[config.mk]
export PLATFORM = sky130hd
export DESIGN_NAME = ulmcs_top
export DESIGN_NICKNAME = d
export VERILOG_FILES = /design/src/ulmcs_pkg.sv /design/src/ulmcs_top.sv
export VERILOG_INCLUDE_DIRS = /design/src
export SDC_FILE = /design/constraint.sdc
export NUM_CORES = 1
export LEC_CHECK = 0
export BUFFER_PORTS_ARGS = -buffer_cell sky130_fd_sc_hd__buf_2
export CORE_ASPECT_RATIO = 0.5
export CORE_MARGIN = 2
export CORE_UTILIZATION = 53
export CTS_CLUSTER_SIZE = 20
export DETAILED_ROUTE_END_ITERATION = 6
export PLACE_DENSITY = 0.66
export SYNTH_ARGS = -nofsm -noshare
export SYNTH_HDL_FRONTEND = slang
export SYNTH_SLANG_ARGS = --single-unit
[constraint.sdc]
create_clock -name clk_in -period 6.45 [get_ports clk_in]
set_clock_uncertainty 0.15 [all_clocks]
set_input_delay 1.935 -clock clk_in [delete_from_list [all_inputs] [get_ports clk_in]]
set_output_delay 1.935 -clock clk_in [all_outputs]
set_load 0.02 [all_outputs]
[src/ulmcs_params.svh]
// offsets, bit positions, reset values and timing counts of the line/modem block
`ifndef ULMCS_PARAMS_SVH
`define ULMCS_PARAMS_SVH
// ****************
// register offsets
// ****************
`define ULMCS_OFS_DATA   3'h0
`define ULMCS_OFS_IER    3'h1
`define ULMCS_OFS_FCR    3'h2
`define ULMCS_OFS_LCR    3'h3
`define ULMCS_OFS_MCR    3'h4
`define ULMCS_OFS_LSR    3'h5
`define ULMCS_OFS_MSR    3'h6
`define ULMCS_OFS_EXT    3'h7
// ****************
// field positions
// ****************
`define ULMCS_LCR_PEN    3
`define ULMCS_LCR_EPS    4
`define ULMCS_LCR_STICK  5
`define ULMCS_LCR_BRK    6
`define ULMCS_LCR_DLAB   7
`define ULMCS_MCR_DTR    0
`define ULMCS_MCR_RTS    1
`define ULMCS_MCR_OUT1   2
`define ULMCS_MCR_OUT2   3
`define ULMCS_MCR_LOOP   4
`define ULMCS_MCR_XANY   5
`define ULMCS_MCR_IRDA   6
`define ULMCS_MCR_PRESC  7
`define ULMCS_MCR_ENH_MASK 8'hE4
`define ULMCS_EXT_FLOW   0
`define ULMCS_EXT_ENH    4
`define ULMCS_FCR_EN     0
`define ULMCS_FCR_RXRST  1
`define ULMCS_FCR_TXRST  2
`define ULMCS_IER_RX     0
`define ULMCS_IER_TX     1
`define ULMCS_IER_LS     2
`define ULMCS_IER_MS     3
// ****************
// reset values
// ****************
`define ULMCS_LCR_RST    8'h00
`define ULMCS_MCR_RST    8'h00
`define ULMCS_EXT_RST    8'h00
`define ULMCS_IER_RST    4'h0
`define ULMCS_DIV_RST    16'h0000
`define ULMCS_SYNC_RST   7'h3F
// ****************
// timing and characters
// ****************
`define ULMCS_PH_LAST    4'hF
`define ULMCS_PH_HALF    4'h7
`define ULMCS_IR_PULSE   4'h3
`define ULMCS_IR_HOLD    5'h10
`define ULMCS_PRESC_LAST 2'h3
`define ULMCS_XON        8'h11
`define ULMCS_XOFF       8'h13
`endif

[src/ulmcs_pkg.sv]
// types shared by the line/modem block
package ulmcs_pkg;
  typedef struct packed {
    logic       brk;
    logic       frm;
    logic       par;
    logic [7:0] data;
  } ulmcs_rx_entry_t;

  typedef struct packed {
    logic cd;
    logic ri;
    logic dsr;
    logic cts;
  } ulmcs_modem_t;

  typedef enum logic [4:0] {
    TX_IDLE  = 5'b00001,
    TX_START = 5'b00010,
    TX_DATA  = 5'b00100,
    TX_PAR   = 5'b01000,
    TX_STOP  = 5'b10000
  } ulmcs_tx_state_t;

  typedef enum logic [5:0] {
    RX_IDLE  = 6'b000001,
    RX_START = 6'b000010,
    RX_DATA  = 6'b000100,
    RX_PAR   = 6'b001000,
    RX_STOP  = 6'b010000,
    RX_WAITH = 6'b100000
  } ulmcs_rx_state_t;
endpackage : ulmcs_pkg

[src/ulmcs_top.sv]
// uart line format, modem control and status logic
// What this block does
// - parity enable adds a transmit parity bit and checks received parity.
// - parity select zero gives odd parity, one gives even, both directions.
// - forced parity sends and expects one when select is zero, else zero.
// - break bit holds the serial output low until software clears it; in loopback or infrared mode the serial output stays high.
// - divisor access bit swaps data registers for divisor latches.
// - terminal-ready and request-to-send bits drive inverted active-low pins.
// - with infrared and enhanced mode, bit 2 selects infrared receive polarity.
// - in separate-pin bus mode, bit 3 enables the interrupt output driver.
// - loopback bit puts the device into internal local loopback.
// - in loopback, general outputs drive ring and carrier status bits.
// - resume-on-any restarts a flow-stopped transmitter on any received character except XOFF.
// - infrared bit routes data through encoder/decoder; transmit output idles low.
// - prescaler bit divides the baud generator input clock by four.
// - data-ready reads one while any received character is held.
// - character arriving at full receive storage sets overrun, storage untouched.
// - parity error status belongs to the character at the read head.
// - framing error status belongs to the character at the read head.
// - frame-long low line flags break, stores one character, waits for high.
// - holding-empty sets when the byte leaves, clears on host load.
// - transmitter-empty only when holding storage and shifter are both empty.
// - error summary is OR of errors over all stored receive bytes.
// - clear-to-send and data-set-ready deltas flag changes and request interrupts.
// - reading line status clears line interrupt; summary stays until bytes read.
// - reading modem status clears the modem status interrupt.
// - modem bits 2, 5, 6, 7 writable only with enhanced enable set.
// - in loopback, clear-to-send status follows request-to-send bit.
//
// Added by the designer: the register offsets and strobed register access.
`include "ulmcs_params.svh"
module ulmcs_top #(
  parameter int DEPTH = 16
) (
  input  wire logic                    clk_in,
  input  wire logic                    reset_in,
  input  wire logic [2:0]              addr_in,
  input  wire logic [7:0]              wr_data_in,
  input  wire logic                    wr_in,
  input  wire logic                    rd_in,
  output logic      [7:0]              rd_data_out,
  input  wire logic                    rx_in,
  output logic                         tx_out,
  input  wire logic                    ir_rx_in,
  output logic                         ir_tx_out,
  input  wire ulmcs_pkg::ulmcs_modem_t modem_n_in,
  output logic                         dtr_n_out,
  output logic                         rts_n_out,
  output logic                         general_output_one_n_out,
  output logic                         general_output_two_n_out,
  input  wire logic                    bus_mode_in,
  output logic                         irq_out,
  output logic                         irq_oe_out
);
  import ulmcs_pkg::*;
  localparam int AW = $clog2(DEPTH);

  function automatic logic par_bit(input logic [7:0] d, input logic [7:0] line_format_control);
    par_bit = line_format_control[`ULMCS_LCR_STICK] ? ~line_format_control[`ULMCS_LCR_EPS] :
              (line_format_control[`ULMCS_LCR_EPS] ? ^d : ~^d);
  endfunction : par_bit

  // ****************
  // pin synchronisers
  // ****************
  logic [6:0] sync1_r;
  logic [6:0] sync2_r;
  always_ff @(posedge clk_in) begin
    if (reset_in) begin
      sync1_r <= `ULMCS_SYNC_RST;
      sync2_r <= `ULMCS_SYNC_RST;
    end else begin
      sync1_r <= {bus_mode_in, ir_rx_in, rx_in, modem_n_in};
      sync2_r <= sync1_r;
    end
  end
  ulmcs_modem_t modem_s;
  wire logic    rx_s  = sync2_r[4];
  wire logic    ir_s  = sync2_r[5];
  wire logic    bus_s = sync2_r[6];
  assign modem_s = sync2_r[3:0];

  // ****************
  // register decode
  // ****************
  logic [7:0]  lcr_r;
  logic [7:0]  mcr_r;
  logic [7:0]  ext_r;
  logic [3:0]  ier_r;
  logic [15:0] div_r;
  logic        fifo_en_r;
  wire logic dlab    = lcr_r[`ULMCS_LCR_DLAB];
  wire logic loop    = mcr_r[`ULMCS_MCR_LOOP];
  wire logic irda    = mcr_r[`ULMCS_MCR_IRDA];
  wire logic enh     = ext_r[`ULMCS_EXT_ENH];
  wire logic at_data = addr_in == `ULMCS_OFS_DATA;
  wire logic at_ier  = addr_in == `ULMCS_OFS_IER;
  wire logic wr_thr  = wr_in && at_data && !dlab;
  wire logic wr_dll  = wr_in && at_data && dlab;
  wire logic wr_dlm  = wr_in && at_ier && dlab;
  wire logic wr_ier  = wr_in && at_ier && !dlab;
  wire logic wr_fcr  = wr_in && addr_in == `ULMCS_OFS_FCR;
  wire logic wr_lcr  = wr_in && addr_in == `ULMCS_OFS_LCR;
  wire logic wr_mcr  = wr_in && addr_in == `ULMCS_OFS_MCR;
  wire logic wr_ext  = wr_in && addr_in == `ULMCS_OFS_EXT;
  wire logic rd_rhr  = rd_in && at_data && !dlab;
  wire logic rd_lsr  = rd_in && addr_in == `ULMCS_OFS_LSR;
  wire logic rd_msr  = rd_in && addr_in == `ULMCS_OFS_MSR;
  wire logic [7:0] mcr_keep = enh ? 8'h00 : `ULMCS_MCR_ENH_MASK;
  wire logic [7:0] mcr_wr   = (wr_data_in & ~mcr_keep) | (mcr_r & mcr_keep);
  wire logic fcr_go   = wr_fcr && wr_data_in[`ULMCS_FCR_EN];
  wire logic rx_clr   = fcr_go && wr_data_in[`ULMCS_FCR_RXRST];
  wire logic tx_clr   = fcr_go && wr_data_in[`ULMCS_FCR_TXRST];

  always_ff @(posedge clk_in) begin
    if (reset_in) begin
      lcr_r     <= `ULMCS_LCR_RST;
      mcr_r     <= `ULMCS_MCR_RST;
      ext_r     <= `ULMCS_EXT_RST;
      ier_r     <= `ULMCS_IER_RST;
      div_r     <= `ULMCS_DIV_RST;
      fifo_en_r <= 1'b0;
    end else begin
      if (wr_lcr) lcr_r <= wr_data_in;
      if (wr_mcr) mcr_r <= mcr_wr;
      if (wr_ext) ext_r <= wr_data_in;
      if (wr_ier) ier_r <= wr_data_in[3:0];
      if (wr_dll) div_r[7:0] <= wr_data_in;
      if (wr_dlm) div_r[15:8] <= wr_data_in;
      if (wr_fcr) fifo_en_r <= wr_data_in[`ULMCS_FCR_EN];
    end
  end

  // ****************
  // baud generator
  // ****************
  logic [1:0]  pre_cnt_r;
  logic [15:0] div_cnt_r;
  logic [3:0]  ph_r;
  wire logic pre_tick = !mcr_r[`ULMCS_MCR_PRESC] || pre_cnt_r == `ULMCS_PRESC_LAST;
  wire logic div_end  = div_cnt_r >= div_r - 16'h0001;
  wire logic tick     = pre_tick && div_r != 16'h0000 && div_end;
  wire logic bit_end  = tick && ph_r == `ULMCS_PH_LAST;
  always_ff @(posedge clk_in) begin
    if (reset_in) begin
      pre_cnt_r <= 2'h0;
      div_cnt_r <= 16'h0000;
      ph_r      <= 4'h0;
    end else begin
      pre_cnt_r <= pre_cnt_r + 2'h1;
      if (pre_tick) div_cnt_r <= div_end ? 16'h0000 : div_cnt_r + 16'h0001;
      if (tick) ph_r <= ph_r + 4'h1;
    end
  end

  // ****************
  // transmit storage
  // ****************
  logic [7:0]      txq [DEPTH];
  logic [AW-1:0]   tx_wp_r;
  logic [AW-1:0]   tx_rp_r;
  logic [AW:0]     tx_cnt_r;
  ulmcs_tx_state_t tx_st_r;
  logic            tx_stop_r;
  wire logic [AW:0] cap   = fifo_en_r ? (AW+1)'(DEPTH) : (AW+1)'(1);
  wire logic tx_push = wr_thr && tx_cnt_r < cap;
  wire logic tx_go   = tx_cnt_r != '0 && !tx_stop_r;
  wire logic tx_pop  = bit_end && tx_st_r == TX_IDLE && tx_go;
  always_ff @(posedge clk_in) begin
    if (reset_in || tx_clr) begin
      tx_wp_r  <= '0;
      tx_rp_r  <= '0;
      tx_cnt_r <= '0;
    end else begin
      if (tx_push) txq[tx_wp_r] <= wr_data_in;
      if (tx_push) tx_wp_r <= tx_wp_r + 1'b1;
      if (tx_pop) tx_rp_r <= tx_rp_r + 1'b1;
      tx_cnt_r <= tx_cnt_r + (AW+1)'(tx_push) - (AW+1)'(tx_pop);
    end
  end

  // ****************
  // transmit shifter
  // ****************
  logic [7:0] tx_sh_r;
  logic [2:0] tx_bit_r;
  logic       tx_par_r;
  logic       tx_line_r;
  always_ff @(posedge clk_in) begin
    if (reset_in) begin
      tx_st_r   <= TX_IDLE;
      tx_sh_r   <= 8'h00;
      tx_bit_r  <= 3'h0;
      tx_par_r  <= 1'b0;
      tx_line_r <= 1'b1;
    end else if (bit_end) begin
      case (tx_st_r)
        TX_IDLE: if (tx_go) begin
          tx_sh_r   <= txq[tx_rp_r];
          tx_par_r  <= par_bit(txq[tx_rp_r], lcr_r);
          tx_line_r <= 1'b0;
          tx_st_r   <= TX_START;
        end
        TX_START: begin
          tx_line_r <= tx_sh_r[0];
          tx_bit_r  <= 3'h0;
          tx_st_r   <= TX_DATA;
        end
        TX_DATA: if (tx_bit_r == 3'h7) begin
          tx_st_r   <= lcr_r[`ULMCS_LCR_PEN] ? TX_PAR : TX_STOP;
          tx_line_r <= lcr_r[`ULMCS_LCR_PEN] ? tx_par_r : 1'b1;
        end else begin
          tx_sh_r   <= {1'b0, tx_sh_r[7:1]};
          tx_line_r <= tx_sh_r[1];
          tx_bit_r  <= tx_bit_r + 3'h1;
        end
        TX_PAR: begin
          tx_line_r <= 1'b1;
          tx_st_r   <= TX_STOP;
        end
        TX_STOP: tx_st_r <= TX_IDLE;
        default: tx_st_r <= TX_IDLE;
      endcase
    end
  end
  wire logic tx_eff = lcr_r[`ULMCS_LCR_BRK] ? 1'b0 : tx_line_r;

  // ****************
  // receive front end
  // ****************
  logic [4:0] ir_cnt_r;
  wire logic ir_inv   = mcr_r[`ULMCS_MCR_OUT1] && irda && enh;
  wire logic ir_pulse = ir_inv ? ir_s : !ir_s;
  wire logic rx_line  = loop ? tx_eff : (irda ? ir_cnt_r == 5'h00 : rx_s);
  always_ff @(posedge clk_in) begin
    if (reset_in) begin
      ir_cnt_r <= 5'h00;
    end else if (ir_pulse && irda && !loop) begin
      ir_cnt_r <= `ULMCS_IR_HOLD;
    end else if (tick && ir_cnt_r != 5'h00) begin
      ir_cnt_r <= ir_cnt_r - 5'h01;
    end
  end

  // ****************
  // receive shifter
  // ****************
  ulmcs_rx_state_t rx_st_r;
  logic [3:0]      rx_ph_r;
  logic [2:0]      rx_bit_r;
  logic [7:0]      rx_sh_r;
  logic            rx_zero_r;
  logic            rx_pe_r;
  ulmcs_rx_entry_t rx_new;
  wire logic rx_smp  = tick && rx_ph_r == `ULMCS_PH_LAST;
  wire logic rx_done = rx_smp && rx_st_r == RX_STOP;
  assign rx_new.brk  = rx_zero_r && !rx_line;
  assign rx_new.frm  = !rx_line;
  assign rx_new.par  = rx_pe_r;
  assign rx_new.data = rx_sh_r;
  always_ff @(posedge clk_in) begin
    if (reset_in) begin
      rx_st_r   <= RX_IDLE;
      rx_ph_r   <= 4'h0;
      rx_bit_r  <= 3'h0;
      rx_sh_r   <= 8'h00;
      rx_zero_r <= 1'b0;
      rx_pe_r   <= 1'b0;
    end else begin
      if (tick) rx_ph_r <= rx_ph_r + 4'h1;
      case (rx_st_r)
        RX_IDLE: if (!rx_line) begin
          rx_ph_r <= 4'h0;
          rx_st_r <= RX_START;
        end
        RX_START: if (tick && rx_ph_r == `ULMCS_PH_HALF) begin
          rx_ph_r   <= 4'h0;
          rx_bit_r  <= 3'h0;
          rx_zero_r <= 1'b1;
          rx_pe_r   <= 1'b0;
          rx_st_r   <= rx_line ? RX_IDLE : RX_DATA;
        end
        RX_DATA: if (rx_smp) begin
          rx_sh_r   <= {rx_line, rx_sh_r[7:1]};
          rx_zero_r <= rx_zero_r && !rx_line;
          rx_bit_r  <= rx_bit_r + 3'h1;
          if (rx_bit_r == 3'h7) rx_st_r <= lcr_r[`ULMCS_LCR_PEN] ? RX_PAR : RX_STOP;
        end
        RX_PAR: if (rx_smp) begin
          rx_pe_r   <= rx_line != par_bit(rx_sh_r, lcr_r);
          rx_zero_r <= rx_zero_r && !rx_line;
          rx_st_r   <= RX_STOP;
        end
        RX_STOP: if (rx_smp) rx_st_r <= rx_new.brk ? RX_WAITH : RX_IDLE;
        RX_WAITH: if (rx_line) rx_st_r <= RX_IDLE;
        default: rx_st_r <= RX_IDLE;
      endcase
    end
  end

  // ****************
  // software flow stop
  // ****************
  wire logic flow_on = ext_r[`ULMCS_EXT_FLOW];
  wire logic is_xon  = rx_new.data == `ULMCS_XON && !rx_new.brk;
  wire logic is_xoff = rx_new.data == `ULMCS_XOFF && !rx_new.brk;
  wire logic rx_keep = !(flow_on && (is_xon || is_xoff));
  wire logic resume  = rx_done && (is_xon || mcr_r[`ULMCS_MCR_XANY]);
  always_ff @(posedge clk_in) begin
    if (reset_in || !flow_on) begin
      tx_stop_r <= 1'b0;
    end else if (rx_done && is_xoff) begin
      tx_stop_r <= 1'b1;
    end else if (resume) begin
      tx_stop_r <= 1'b0;
    end
  end

  // ****************
  // receive storage
  // ****************
  ulmcs_rx_entry_t rxq [DEPTH];
  logic [AW-1:0]   rx_wp_r;
  logic [AW-1:0]   rx_rp_r;
  logic [AW:0]     rx_cnt_r;
  logic [AW:0]     err_cnt_r;
  logic            ovr_r;
  logic            line_int_r;
  ulmcs_rx_entry_t rx_head;
  wire logic rx_full  = rx_cnt_r >= cap;
  wire logic rx_ready = rx_cnt_r != '0;
  wire logic rx_push  = rx_done && rx_keep && !rx_full;
  wire logic ovr_set  = rx_done && rx_keep && rx_full;
  wire logic rx_pop   = rd_rhr && rx_ready;
  wire logic new_err  = rx_new.brk || rx_new.frm || rx_new.par;
  assign rx_head = rx_ready ? rxq[rx_rp_r] : '0;
  wire logic head_err = rx_head.brk || rx_head.frm || rx_head.par;
  always_ff @(posedge clk_in) begin
    if (reset_in || rx_clr) begin
      rx_wp_r   <= '0;
      rx_rp_r   <= '0;
      rx_cnt_r  <= '0;
      err_cnt_r <= '0;
    end else begin
      if (rx_push) rxq[rx_wp_r] <= rx_new;
      if (rx_push) rx_wp_r <= rx_wp_r + 1'b1;
      if (rx_pop) rx_rp_r <= rx_rp_r + 1'b1;
      rx_cnt_r  <= rx_cnt_r + (AW+1)'(rx_push) - (AW+1)'(rx_pop);
      err_cnt_r <= err_cnt_r + (AW+1)'(rx_push && new_err)
                             - (AW+1)'(rx_pop && head_err);
    end
  end
  always_ff @(posedge clk_in) begin
    if (reset_in) begin
      ovr_r      <= 1'b0;
      line_int_r <= 1'b0;
    end else begin
      ovr_r      <= ovr_set || (ovr_r && !rd_lsr);
      line_int_r <= ovr_set || (rx_push && new_err) || (line_int_r && !rd_lsr);
    end
  end
  wire logic thre = tx_cnt_r == '0;
  wire logic temt = thre && tx_st_r == TX_IDLE;
  wire logic [7:0] lsr_val = {err_cnt_r != '0, temt, thre, rx_head.brk,
                              rx_head.frm, rx_head.par, ovr_r, rx_ready};

  // ****************
  // modem status
  // ****************
  ulmcs_modem_t stat;
  ulmcs_modem_t prev_r;
  logic [3:0]   delta_r;
  assign stat.cts = loop ? mcr_r[`ULMCS_MCR_RTS] : !modem_s.cts;
  assign stat.dsr = loop ? mcr_r[`ULMCS_MCR_DTR] : !modem_s.dsr;
  assign stat.ri  = loop ? mcr_r[`ULMCS_MCR_OUT1] : !modem_s.ri;
  assign stat.cd  = loop ? mcr_r[`ULMCS_MCR_OUT2] : !modem_s.cd;
  wire logic [3:0] delta_set = {stat.cd != prev_r.cd, prev_r.ri && !stat.ri,
                                stat.dsr != prev_r.dsr, stat.cts != prev_r.cts};
  always_ff @(posedge clk_in) begin
    if (reset_in) begin
      prev_r  <= '0;
      delta_r <= 4'h0;
    end else begin
      prev_r  <= stat;
      delta_r <= (rd_msr ? 4'h0 : delta_r) | delta_set;
    end
  end
  wire logic [7:0] msr_val = {stat, delta_r};

  // ****************
  // interrupt and read
  // ****************
  wire logic irq_lvl = (ier_r[`ULMCS_IER_LS] && line_int_r) ||
                       (ier_r[`ULMCS_IER_MS] && delta_r != 4'h0) ||
                       (ier_r[`ULMCS_IER_RX] && rx_ready) ||
                       (ier_r[`ULMCS_IER_TX] && thre);
  wire logic [7:0] isr_val = {fifo_en_r, fifo_en_r, 5'h00, !irq_lvl};
  wire logic [7:0] data_rd = dlab ? div_r[7:0] : rx_head.data;
  wire logic [7:0] ier_rd  = dlab ? div_r[15:8] : {4'h0, ier_r};
  wire logic [7:0] rd_mux  =
    (addr_in == `ULMCS_OFS_DATA) ? data_rd :
    (addr_in == `ULMCS_OFS_IER)  ? ier_rd :
    (addr_in == `ULMCS_OFS_FCR)  ? isr_val :
    (addr_in == `ULMCS_OFS_LCR)  ? lcr_r :
    (addr_in == `ULMCS_OFS_MCR)  ? mcr_r :
    (addr_in == `ULMCS_OFS_LSR)  ? lsr_val :
    (addr_in == `ULMCS_OFS_MSR)  ? msr_val : ext_r;

  // ****************
  // output flops
  // ****************
  always_ff @(posedge clk_in) begin
    if (reset_in) begin
      rd_data_out              <= 8'h00;
      tx_out                   <= 1'b1;
      ir_tx_out                <= 1'b0;
      dtr_n_out                <= 1'b1;
      rts_n_out                <= 1'b1;
      general_output_one_n_out <= 1'b1;
      general_output_two_n_out <= 1'b1;
      irq_out                  <= 1'b0;
      irq_oe_out               <= 1'b0;
    end else begin
      rd_data_out              <= rd_in ? rd_mux : 8'h00;
      tx_out                   <= loop || irda || tx_eff;
      ir_tx_out                <= irda && !loop && !tx_eff && ph_r < `ULMCS_IR_PULSE;
      dtr_n_out                <= loop || !mcr_r[`ULMCS_MCR_DTR];
      rts_n_out                <= loop || !mcr_r[`ULMCS_MCR_RTS];
      general_output_one_n_out <= loop || !mcr_r[`ULMCS_MCR_OUT1];
      general_output_two_n_out <= loop || !mcr_r[`ULMCS_MCR_OUT2];
      irq_out                  <= irq_lvl;
      irq_oe_out               <= bus_s ? mcr_r[`ULMCS_MCR_OUT2] : 1'b1;
    end
  end
endmodule : ulmcs_top

# Word level (Yosys, flattened, before mapping)
# Memories as Yosys holds them, arrays and structs flattened. A register that Yosys moved wholly into a read port is not among the register bits.
# Cells that the tools add are included.
word_totals:
  ramBits: 304
  memories: 2
  ff_bits: 185
  output_inout_bits: 16
memory_table:
  columns: ["memory", "depth", "width", "read_ports", "rd_clocked_by_memory_dff", "wr", "line_no", "text"]
  rows:
  - ["rxq", 16, 11, 1, 1, 1, "ulmcs_top.sv:322", "ulmcs_rx_entry_t rxq [DEPTH];"]
  - ["txq", 16, 8, 1, 1, 1, "ulmcs_top.sv:159", "logic [7:0] txq [DEPTH];"]
op_classes:
  n_bitwise: 7
  eq_ne: 40
  n_reduce_logical: 133
  order_cmp: 4
  add_sub_neg: 18
  n_mux: 78
ops:
  columns: ["operator", "n"]
  rows:
  - ["8-bit 2-to-1 mux", 12]
  - ["1-bit logical AND", 55]
  - ["6-bit 2-to-1 mux", 8]
  - ["6-bit case mux with 6 select lines", 1]
  - ["5-bit 2-to-1 mux", 7]
  - ["4-bit 2-to-1 mux", 8]
  - ["1-bit 2-to-1 mux", 28]
  - ["4-bit by 1-bit adder with 4-bit output (second input constant)", 6]
  - ["1-bit zero test", 22]
  - ["1-bit logical OR", 22]
  - ["3-bit AND reduction", 7]
  - ["2-bit != test (second input constant)", 10]
  - ["5-bit case mux with 4 select lines", 1]
  - ["5-bit nonzero test", 4]
  - ["3-bit equality test (second input constant)", 6]
  - ["16-bit by 1-bit adder with 16-bit output (second input constant)", 1]
  - ["8-bit bitwise AND", 2]
  - ["8-bit by 5-bit equality test with 1-bit output (second input constant)", 2]
  - ["16-bit greater-or-equal comparator", 1]
  - ["16-bit 2-to-1 mux", 1]
  - ["8-bit case mux with 2 select lines", 1]
  - ["16-bit nonzero test", 1]
  - ["8-bit XNOR reduction", 2]
  - ["8-bit XOR reduction", 2]
  - ["44 further kinds", 70]

# Depth between registers and ports, before layout
# Gate-level depths: netlist of run 1.
logic_depth:
  word_depth: 15
  mapped_depth: 25

# Least setup slack after synthesis of run 1
# Ideal clock, no wire load.
synth_path:
  path_type: "register to register"
  startpoint: "register div_r[2]"
  endpoint: "register err_cnt_r[4]"
  t_required_ns: 6.229
  period_less_slack_ns: 5.475
  path_stages_with_launch: 24
  setup_ns: 0.071
  setup_slack_ns: 0.975
  t_arrival_ns: 5.254
  path_buffers: 1
  path_cell_list: "dfxtp_1 or4_4 or3_4 nor4_1 nand3_1 xor2_1 ha_1 nand4_1 nor2_1 a21oi_1 o211ai_1 a41oi_1 nor3_2 nand4_2 buf_4 o21bai_1 ha_1 inv_1 ha_1 fa_1 a21oi_1 nor2_1 or3_1 a21oi_1"
synth_between:
  elab_chain_cells: 10
  word_cells_on_any_way: 12
  cone_classes: "add/sub (3); order compare (1); reduce/logical (8)"
synth_lines:
  columns: ["item", "line_no", "text"]
  rows:
  - ["start, declared", "ulmcs_top.sv:90", "logic [15:0] div_r;"]
  - ["start signal, assigned", "ulmcs_top.sv:121", "div_r <= `ULMCS_DIV_RST;"]
  - ["start signal, assigned", "ulmcs_top.sv:128", "if (wr_dll) div_r[7:0] <= wr_data_in;"]
  - ["16-bit by 1-bit subtractor with 16-bit output / 16-bit nonzero test (equally long branches)", "ulmcs_top.sv:141, ulmcs_top.sv:142", null]
  - ["16-bit greater-or-equal comparator / 1-bit logical AND (equally long branches)", "ulmcs_top.sv:141, ulmcs_top.sv:142", null]
  - ["1-bit logical AND *", "ulmcs_top.sv:142", "wire logic tick = pre_tick && div_r != 16'h0000 && div_end;"]
  - ["1-bit logical AND (no line) *", null, null]
  - ["1-bit logical AND *", "ulmcs_top.sv:256", "wire logic rx_done = rx_smp && rx_st_r == RX_STOP;"]
  - ["1-bit logical AND * (2 in series)", "ulmcs_top.sv:332", "wire logic rx_push = rx_done && rx_keep && !rx_full;"]
  - ["1-bit logical AND *", "ulmcs_top.sv:349", "err_cnt_r <= err_cnt_r + (AW+1)'(rx_push && new_err)"]
  - ["5-bit by 1-bit adder with 5-bit output *", "ulmcs_top.sv:349", null]
  - ["5-bit by 1-bit subtractor with 5-bit output *", "ulmcs_top.sv:350", "- (AW+1)'(rx_pop && head_err);"]
  - ["end signal, assigned", "ulmcs_top.sv:349", null]
  - ["end, declared", "ulmcs_top.sv:326", "logic [AW:0] err_cnt_r;"]
# Mark *: on every way between the ends. The rest lies on a longest branch, timed or not.
# A chain may end at the register's enable or synchronous reset.

# Worst setup path in the final report of run 1
# Same ends and word-level chain as after synthesis.

==> summary.md, run 1 <==
| Metric | Value |
|---|---|
| Status | `finished, final reports clean` |
| CP Class | `register to register` |
| Drt pass-1 iters | `5` |
| RSZ-0062 raised after global routing | `no` |
| Clock buffer depth | `3` |
| Mapped Area | `21300 sq um` |
| Relative slew slack | `0.242` |
| Total CTS buffers | `44` |
| Worst-skew pair later-pin latency | `0.57 ns` |
| Ports | `38` |
| Design area | `23500 sq um` |
| Share of cells above drive strength 1 | `0.148` |
| Largest net degree at the start of global routing | `73` |
| DRT antenna net count | `0` |
| Layout area overhead | `10.4%` |
| Ys flop type | `edfxtp_1` |
| IO Port Bufs | `37` |
| Antenna violations before repair | `0` |
| Power, Total | `6.51 mW` |
| Clock transition at path regs | `0.07 ns` |
| Share of the synthesized area in the top cell type | `0.428` |
| Finished Core Util | `0.599` |
| Diode count | `0` |
| Yosys top cell by area | `edfxtp_1` |
| Required @ worst endpoint | `6.80 ns` |
| WL/cell | `22.1 microns` |
| Ys Warns | `0` |
| Final hold vios | `0` |
| Nets | `1766` |
| Crit path arrival time | `6.14 ns` |
| Crit-path max FO | `9` |
| Max Cap Viol | `0` |
| Gr ovfl total | `0` |
| PD cells | `277 nW/um^2` |
| Die width | `288 microns` |
| CTS Sinks | `497` |
| # fillers | `3026` |
| Final Cycle Share | `0.898` |
| Max Transition Viols Final | `0` |
| Synth Register Bits | `497` |
| Post-route DRC | `0` |
| Sequential share of the synthesized area | `0.610` |
| Vias in the first global route | `13300` |
| Count leader, synth | `edfxtp_1` |
| Worst setup SP type | `register` |
| Fraction of registers with async set/reset | `0` |
| Post-synth top cells | `edfxtp_1, dfxtp_1, nor2_1, nand2_1, a21oi_1` |
| Num rows | `51` |
| Final Setup Violations | `0` |
| Synth Instances | `1646` |
| Post-CTS setup repair buffer count | `0` |
| First-pass GRT wire length | `76.5 mm` |
| Final setup TNS | `0 ns` |
| Initial Utilization | `0.543` |
| Pleak | `8.18 nW` |
| Synthesized area per cell | `12.9 sq um` |
| Vias after detailed routing | `13400` |
| GPL Wtd Cong | `0.877` |
| DP Wirelength | `32.9 mm` |
| Post-Syn Nets | `1737` |
| Via density | `5.97` |
| Min Clock Period, post-route | `5.79 ns` |
| Initial DRC count | `1097` |
| CTS root buffer | `clkbuf_16` |
| Top cells by area, synth | `edfxtp_1, dfxtp_1, mux4_2` |
| Worst hold-check path type | `register to register` |
| FMAX | `173 MHz` |
| Die H | `146 microns` |
| Placement Cell Area | `22000 sq um` |
| Tot GR Track Use | `0.237` |
| Post-Route WL | `49.5 mm` |
| Max H-tree Level | `2` |
| Hold Buf Count CTS | `0` |
| Number of synthesized flops with an enable pin | `304` |
| Die Area | `41900 sq um` |
| TritonCTS clock tree | `done` |
| Max rail drop VDD | `158 uV` |
| CP Capture Type | `register` |
| Synth cell types | `72` |
| Core area | `39200 sq um` |
| CTS resizes | `0` |
| Worst-Margin Slew | `1.13 ns` |
state kept, by name, indices dropped and copies added (netlist names), 16 cells and up, named ones only:
signal	count
div_r	16
txq	128
rxq	176
div_cnt_r	16
routing by layer:
metal / part of all wire / vias up / routed length [microns] / track usage
met3: 0.055 / 85 / 2730 / 0.0370
met2: 0.49 / 409 / 24200 / 0.396
met5: 0 / - / 0 / 0
li1: - / 6122 / - / -
met1: 0.43 / 6757 / 21300 / 0.323
met4: 0.025 / 0 / 1240 / 0.0690
final timing paths:
kind / cells after the start / start / to / slack, ns
worst max-delay path: 23 / div_r[2] / err_cnt_r[4] / 0.66
worst min-delay path: 1 / sync1_r[1] / sync2_r[1] / 0.26
worst max register to register: 23 / div_r[2] / err_cnt_r[4] / 0.66
worst min register to register: 1 / sync1_r[1] / sync2_r[1] / 0.26
stage by stage:
stage / worst slack, ns / instances / hold WS (ns)
floorplan: 0.975 / 1646 / 0.227
global placement: 0.864 / 2159 / 0.243
detailed placement: 0.732 / 2159 / 0.245
CTS: 0.691 / 2241 / 0.261
global route: 0.138 / 2241 / 0.274
finish: 0.660 / 2241 / 0.260
layout by cell type (no fill, tap or decap), types with 8 or more instances in the layout:
master and n:
edfxtp_1 304, dfxtp_1 190, nor2_1 160, nand2_1 158, a21oi_1 95, mux4_2 89
ha_1 66, inv_1 53, clkbuf_16 46, nand3_1 43, xnor2_1 39, o21ai_0 39
mux2i_1 38, buf_2 36, xor2_1 31, buf_4 24, a22oi_1 23, and2_1 22
nor3_1 19, nor2b_1 17, nand4_1 17, nand2b_1 14, or2_2 14, nor4_1 13
and3_1 11, clkinv_2 10, or3_1 9, nand3b_1 8, a311oi_1 8
power breakdown:
group          switching [mW]  leakage [nW]  total [mW]  internal (mW)
logic                   0.228          3.11       0.365          0.137
registers              0.0314          4.33        3.41           3.38
clock network            1.18         0.732        2.73           1.55
total                    1.44          8.18        6.51           5.06
worst max-delay path, stage by stage (launching register included):
cell and delay, ns:
dfxtp_1 0.37, or4_4 0.54, or3_4 0.35, nor4_1 0.55
nand3_1 0.18, xor2_1 0.19, ha_1 0.31, nand4_1 0.12
nor2_1 0.20, a21oi_1 0.09, o211ai_1 0.13, a41oi_1 0.14
nor3_2 0.22, buf_4 0.18, nand4_2 0.11, o21bai_1 0.23
ha_1 0.31, inv_1 0.03, ha_1 0.19, fa_1 0.41
a21oi_1 0.16, nor2_1 0.07, or3_1 0.34, a21oi_1 0.14
kinds of logic (layout without fill, tap and decap cells):
family                     count (synthesis)  count (layout)  share of synthesized area
buffers and inverters                    130             195                     0.0236
adders and majority gates                 69              69                     0.0416
DFF                                      497             497                      0.610
and+or+nand+nor                          533             533                      0.120
xor gates and xnor gates                  70              70                     0.0288
AOI/OAI and AO/OA                        218             218                     0.0635
muxes                                    129             129                      0.113
area by class of cell:
| cell class | instances | area, sq um | area share |
|---|---|---|---|
| sequential | 497 | 13000 | 0.553 |
| inverter | 53 | 199 | 0.00846 |
| clock buffer | 56 | 1220 | 0.0518 |
| tap | 530 | 663 | 0.0282 |
| timing repair buffer | 60 | 360 | 0.0153 |
| multi-input combinational | 1019 | 7820 | 0.332 |
| clock inverter | 26 | 267 | 0.0113 |
No activity file was read; power rests on OpenSTA's default activity.
==> inputs of run 2 (changes only) <==
--- a/config.mk
+++ b/config.mk
@@ -9,10 +9,10 @@
 export BUFFER_PORTS_ARGS = -buffer_cell sky130_fd_sc_hd__buf_2
 export CORE_ASPECT_RATIO = 0.5
 export CORE_MARGIN = 2
-export CORE_UTILIZATION = 53
+export CORE_UTILIZATION = 35
 export CTS_CLUSTER_SIZE = 20
 export DETAILED_ROUTE_END_ITERATION = 6
-export PLACE_DENSITY = 0.66
+export PLACE_DENSITY = 0.46
 export SYNTH_ARGS = -nofsm -noshare
 export SYNTH_HDL_FRONTEND = slang
 export SYNTH_SLANG_ARGS = --single-unit
==> summary.md, run 2 (synthesis gave the netlist of run 1 again) <==
| Metric | Value |
|---|---|
| Max Transition Viols Final | `0` |
| WL/cell | `21.2 microns` |
| Core area | `59700 sq um` |
| PD cells | `269 nW/um^2` |
| R2R Path End | `err_cnt_r[4]` |
| Commonest non-fill, non-tap cells in the layout | `edfxtp_1, dfxtp_1, nor2_1` |
| Critical-path cell list | `or4_4 -> or3_4 -> nor4_1 -> nand3_1 -> xor2_1 -> ha_1 -> nand4_1 -> nor2_1 -> a21oi_1 -> o211ai_1 -> a41oi_1 -> nor3_2 -> buf_4 -> nand4_2 -> o21bai_1 -> ha_1 -> inv_1 -> ha_1 -> fa_1 -> a21oi_1 -> nor2_1 -> or3_1 -> a21oi_1` |
| Worst reg-to-reg path cell count | `23` |
| Nets | `1777` |
| Die Area | `63000 sq um` |
| Largest registers | `rxq: 176 flops, txq: 128 flops` |
| Relative slew slack | `0.0380` |
| Final Cycle Share | `0.908` |
| Post-CTS setup repair buffer count | `0` |
| Vias in the first global route | `13300` |
| R2R Setup Slk | `0.59 ns` |
| Pre-CTS WS | `0.629 ns` |
| Met3 Use GR | `0.0269` |
| Worst hold-check path type | `register to register` |
| Share of cells above drive strength 1 | `0.149` |
| Die H | `178 microns` |
| Largest net degree at the start of global routing | `67` |
| CP Launch Point | `div_r[2]` |
| Met1 usage | `0.232` |
| Leading cell type in the layout, fill and taps excluded | `edfxtp_1` |
| Post-route DRC | `0` |
| Max rail drop VDD | `170 uV` |
| Clock transition at path regs | `0.07 ns` |
| Final WS setup | `0.593 ns` |
| Max Cap Viol | `0` |
| Final Setup Violations | `0` |
| Num rows | `63` |
| Min Clock Period, post-route | `5.86 ns` |
| FMAX | `171 MHz` |
| Gr ovfl total | `0` |
| Final setup TNS | `0 ns` |
| Most Crowded Layer GR | `met2` |
| CTS root buffer | `clkbuf_16` |
| Initial DRC count | `939` |
| Worst-skew pair later-pin latency | `0.57 ns` |
| Total CTS buffers | `47` |
| CTS resizes | `0` |
| DP Wirelength | `35.8 mm` |
| Ports | `38` |
| Drt pass-1 iters | `5` |
| Layout area overhead | `12.1%` |
| First-pass GRT wire length | `81.8 mm` |
| Crit path arrival time | `6.19 ns` |
| Final hold vios | `0` |
| # fillers | `5554` |
| Reg-to-Reg Start | `div_r[2]` |
| Required @ worst endpoint | `6.79 ns` |
| DRT antenna net count | `0` |
| Status | `finished, final reports clean` |
| CP Class | `register to register` |
| GPL Wtd Cong | `0.834` |
| Worst-Margin Slew | `1.41 ns` |
| IO Port Bufs | `37` |
| Hold Startpoint | `sync1_r[0]` |
| Post-Route WL | `53.7 mm` |
| Die width | `353 microns` |
| Crit-path max FO | `9` |
| Vias after detailed routing | `13200` |
| Tot GR Track Use | `0.172` |
| TritonCTS clock tree | `done` |
| CTS Sinks | `497` |
| Pleak | `8.16 nW` |
| RSZ-0062 raised after global routing | `no` |
| Initial Utilization | `0.357` |
| Worst setup path end | `err_cnt_r[4]` |
| CP Capture Type | `register` |
| Antenna violations before repair | `0` |
| Routing usage on met2 | `0.287` |
| Slowest-stage cell, CP | `or4_4` |
| Worst setup SP type | `register` |
| Via density | `5.19` |
| Clock buffer depth | `3` |
| Number of flip-flops in the largest register | `176` |
| Critical Path Max Stage Delay | `0.55 ns` |
| Hold Buf Count CTS | `0` |
| Biggest register | `rxq` |
| Max H-tree Level | `2` |
==> run 2: cell count changes in the layout (fill, tap and decap cells not counted), moves of 3 or more <==
cell	delta
buf_4	+8
bufinv_16	-3
clkbuf_1	+3
clkinv_1	+4
clkinv_2	-6
clkinvlp_4	+5
==> run 2: layout make-up <==
class / instances / area (sq um) / area share
multi-input combinational: 1019 / 7820 / 0.327
timing repair buffer: 68 / 420 / 0.0176
inverter: 53 / 199 / 0.00833
tap: 812 / 1020 / 0.0426
clock inverter: 26 / 199 / 0.00833
clock buffer: 58 / 1230 / 0.0514
sequential: 497 / 13000 / 0.544
antenna: 1 / 2.50 / 0.000105
==> run 2: how the worst min path moves through the flow <==
stage | cells after the start | slack (ns) | endpoint
after global placement | 1 | 0.24 | sync2_r[0]
after detailed placement | 1 | 0.25 | sync2_r[1]
after floorplan | 1 | 0.23 | rts_n_out
after global routing | 1 | 0.27 | sync2_r[0]
after CTS | 1 | 0.26 | sync2_r[0]
final | 1 | 0.26 | sync2_r[0]
==> run 2: critical path: cells and delay by family (launching register included) <==
family	cells	cell delay (ns)
compound gates	6	0.89
simple gates	10	2.70
flops	1	0.37
xor+xnor	1	0.19
fa+ha+maj	4	1.26
buf+inv	2	0.22
==> run 2: where the power goes <==
group          internal, mW  switching [mW]
clock                  1.44            1.20
sequential             3.38          0.0321
combinational         0.139           0.230
==> run 2: through the flow <==
step,hold slack [ns],util,cell area (sq um),power (mW),cells
2_1_floorplan,0.227,-,21300,3.73,1646
3_3_place_gp,0.244,0.376,22400,3.84,2449
3_5_place_dp,0.247,0.376,22400,3.85,2449
4_1_cts,0.261,0.400,23900,6.51,2533
5_1_grt,0.270,0.400,23900,6.69,2533
6_report,0.258,0.400,23900,6.42,2534
==> run 2: routing by layer <==
metal,vias up,share of wire
met3,88,0.040
li1,6153,-
met5,-,0
met1,6643,0.46
met4,0,0.031
met2,270,0.47
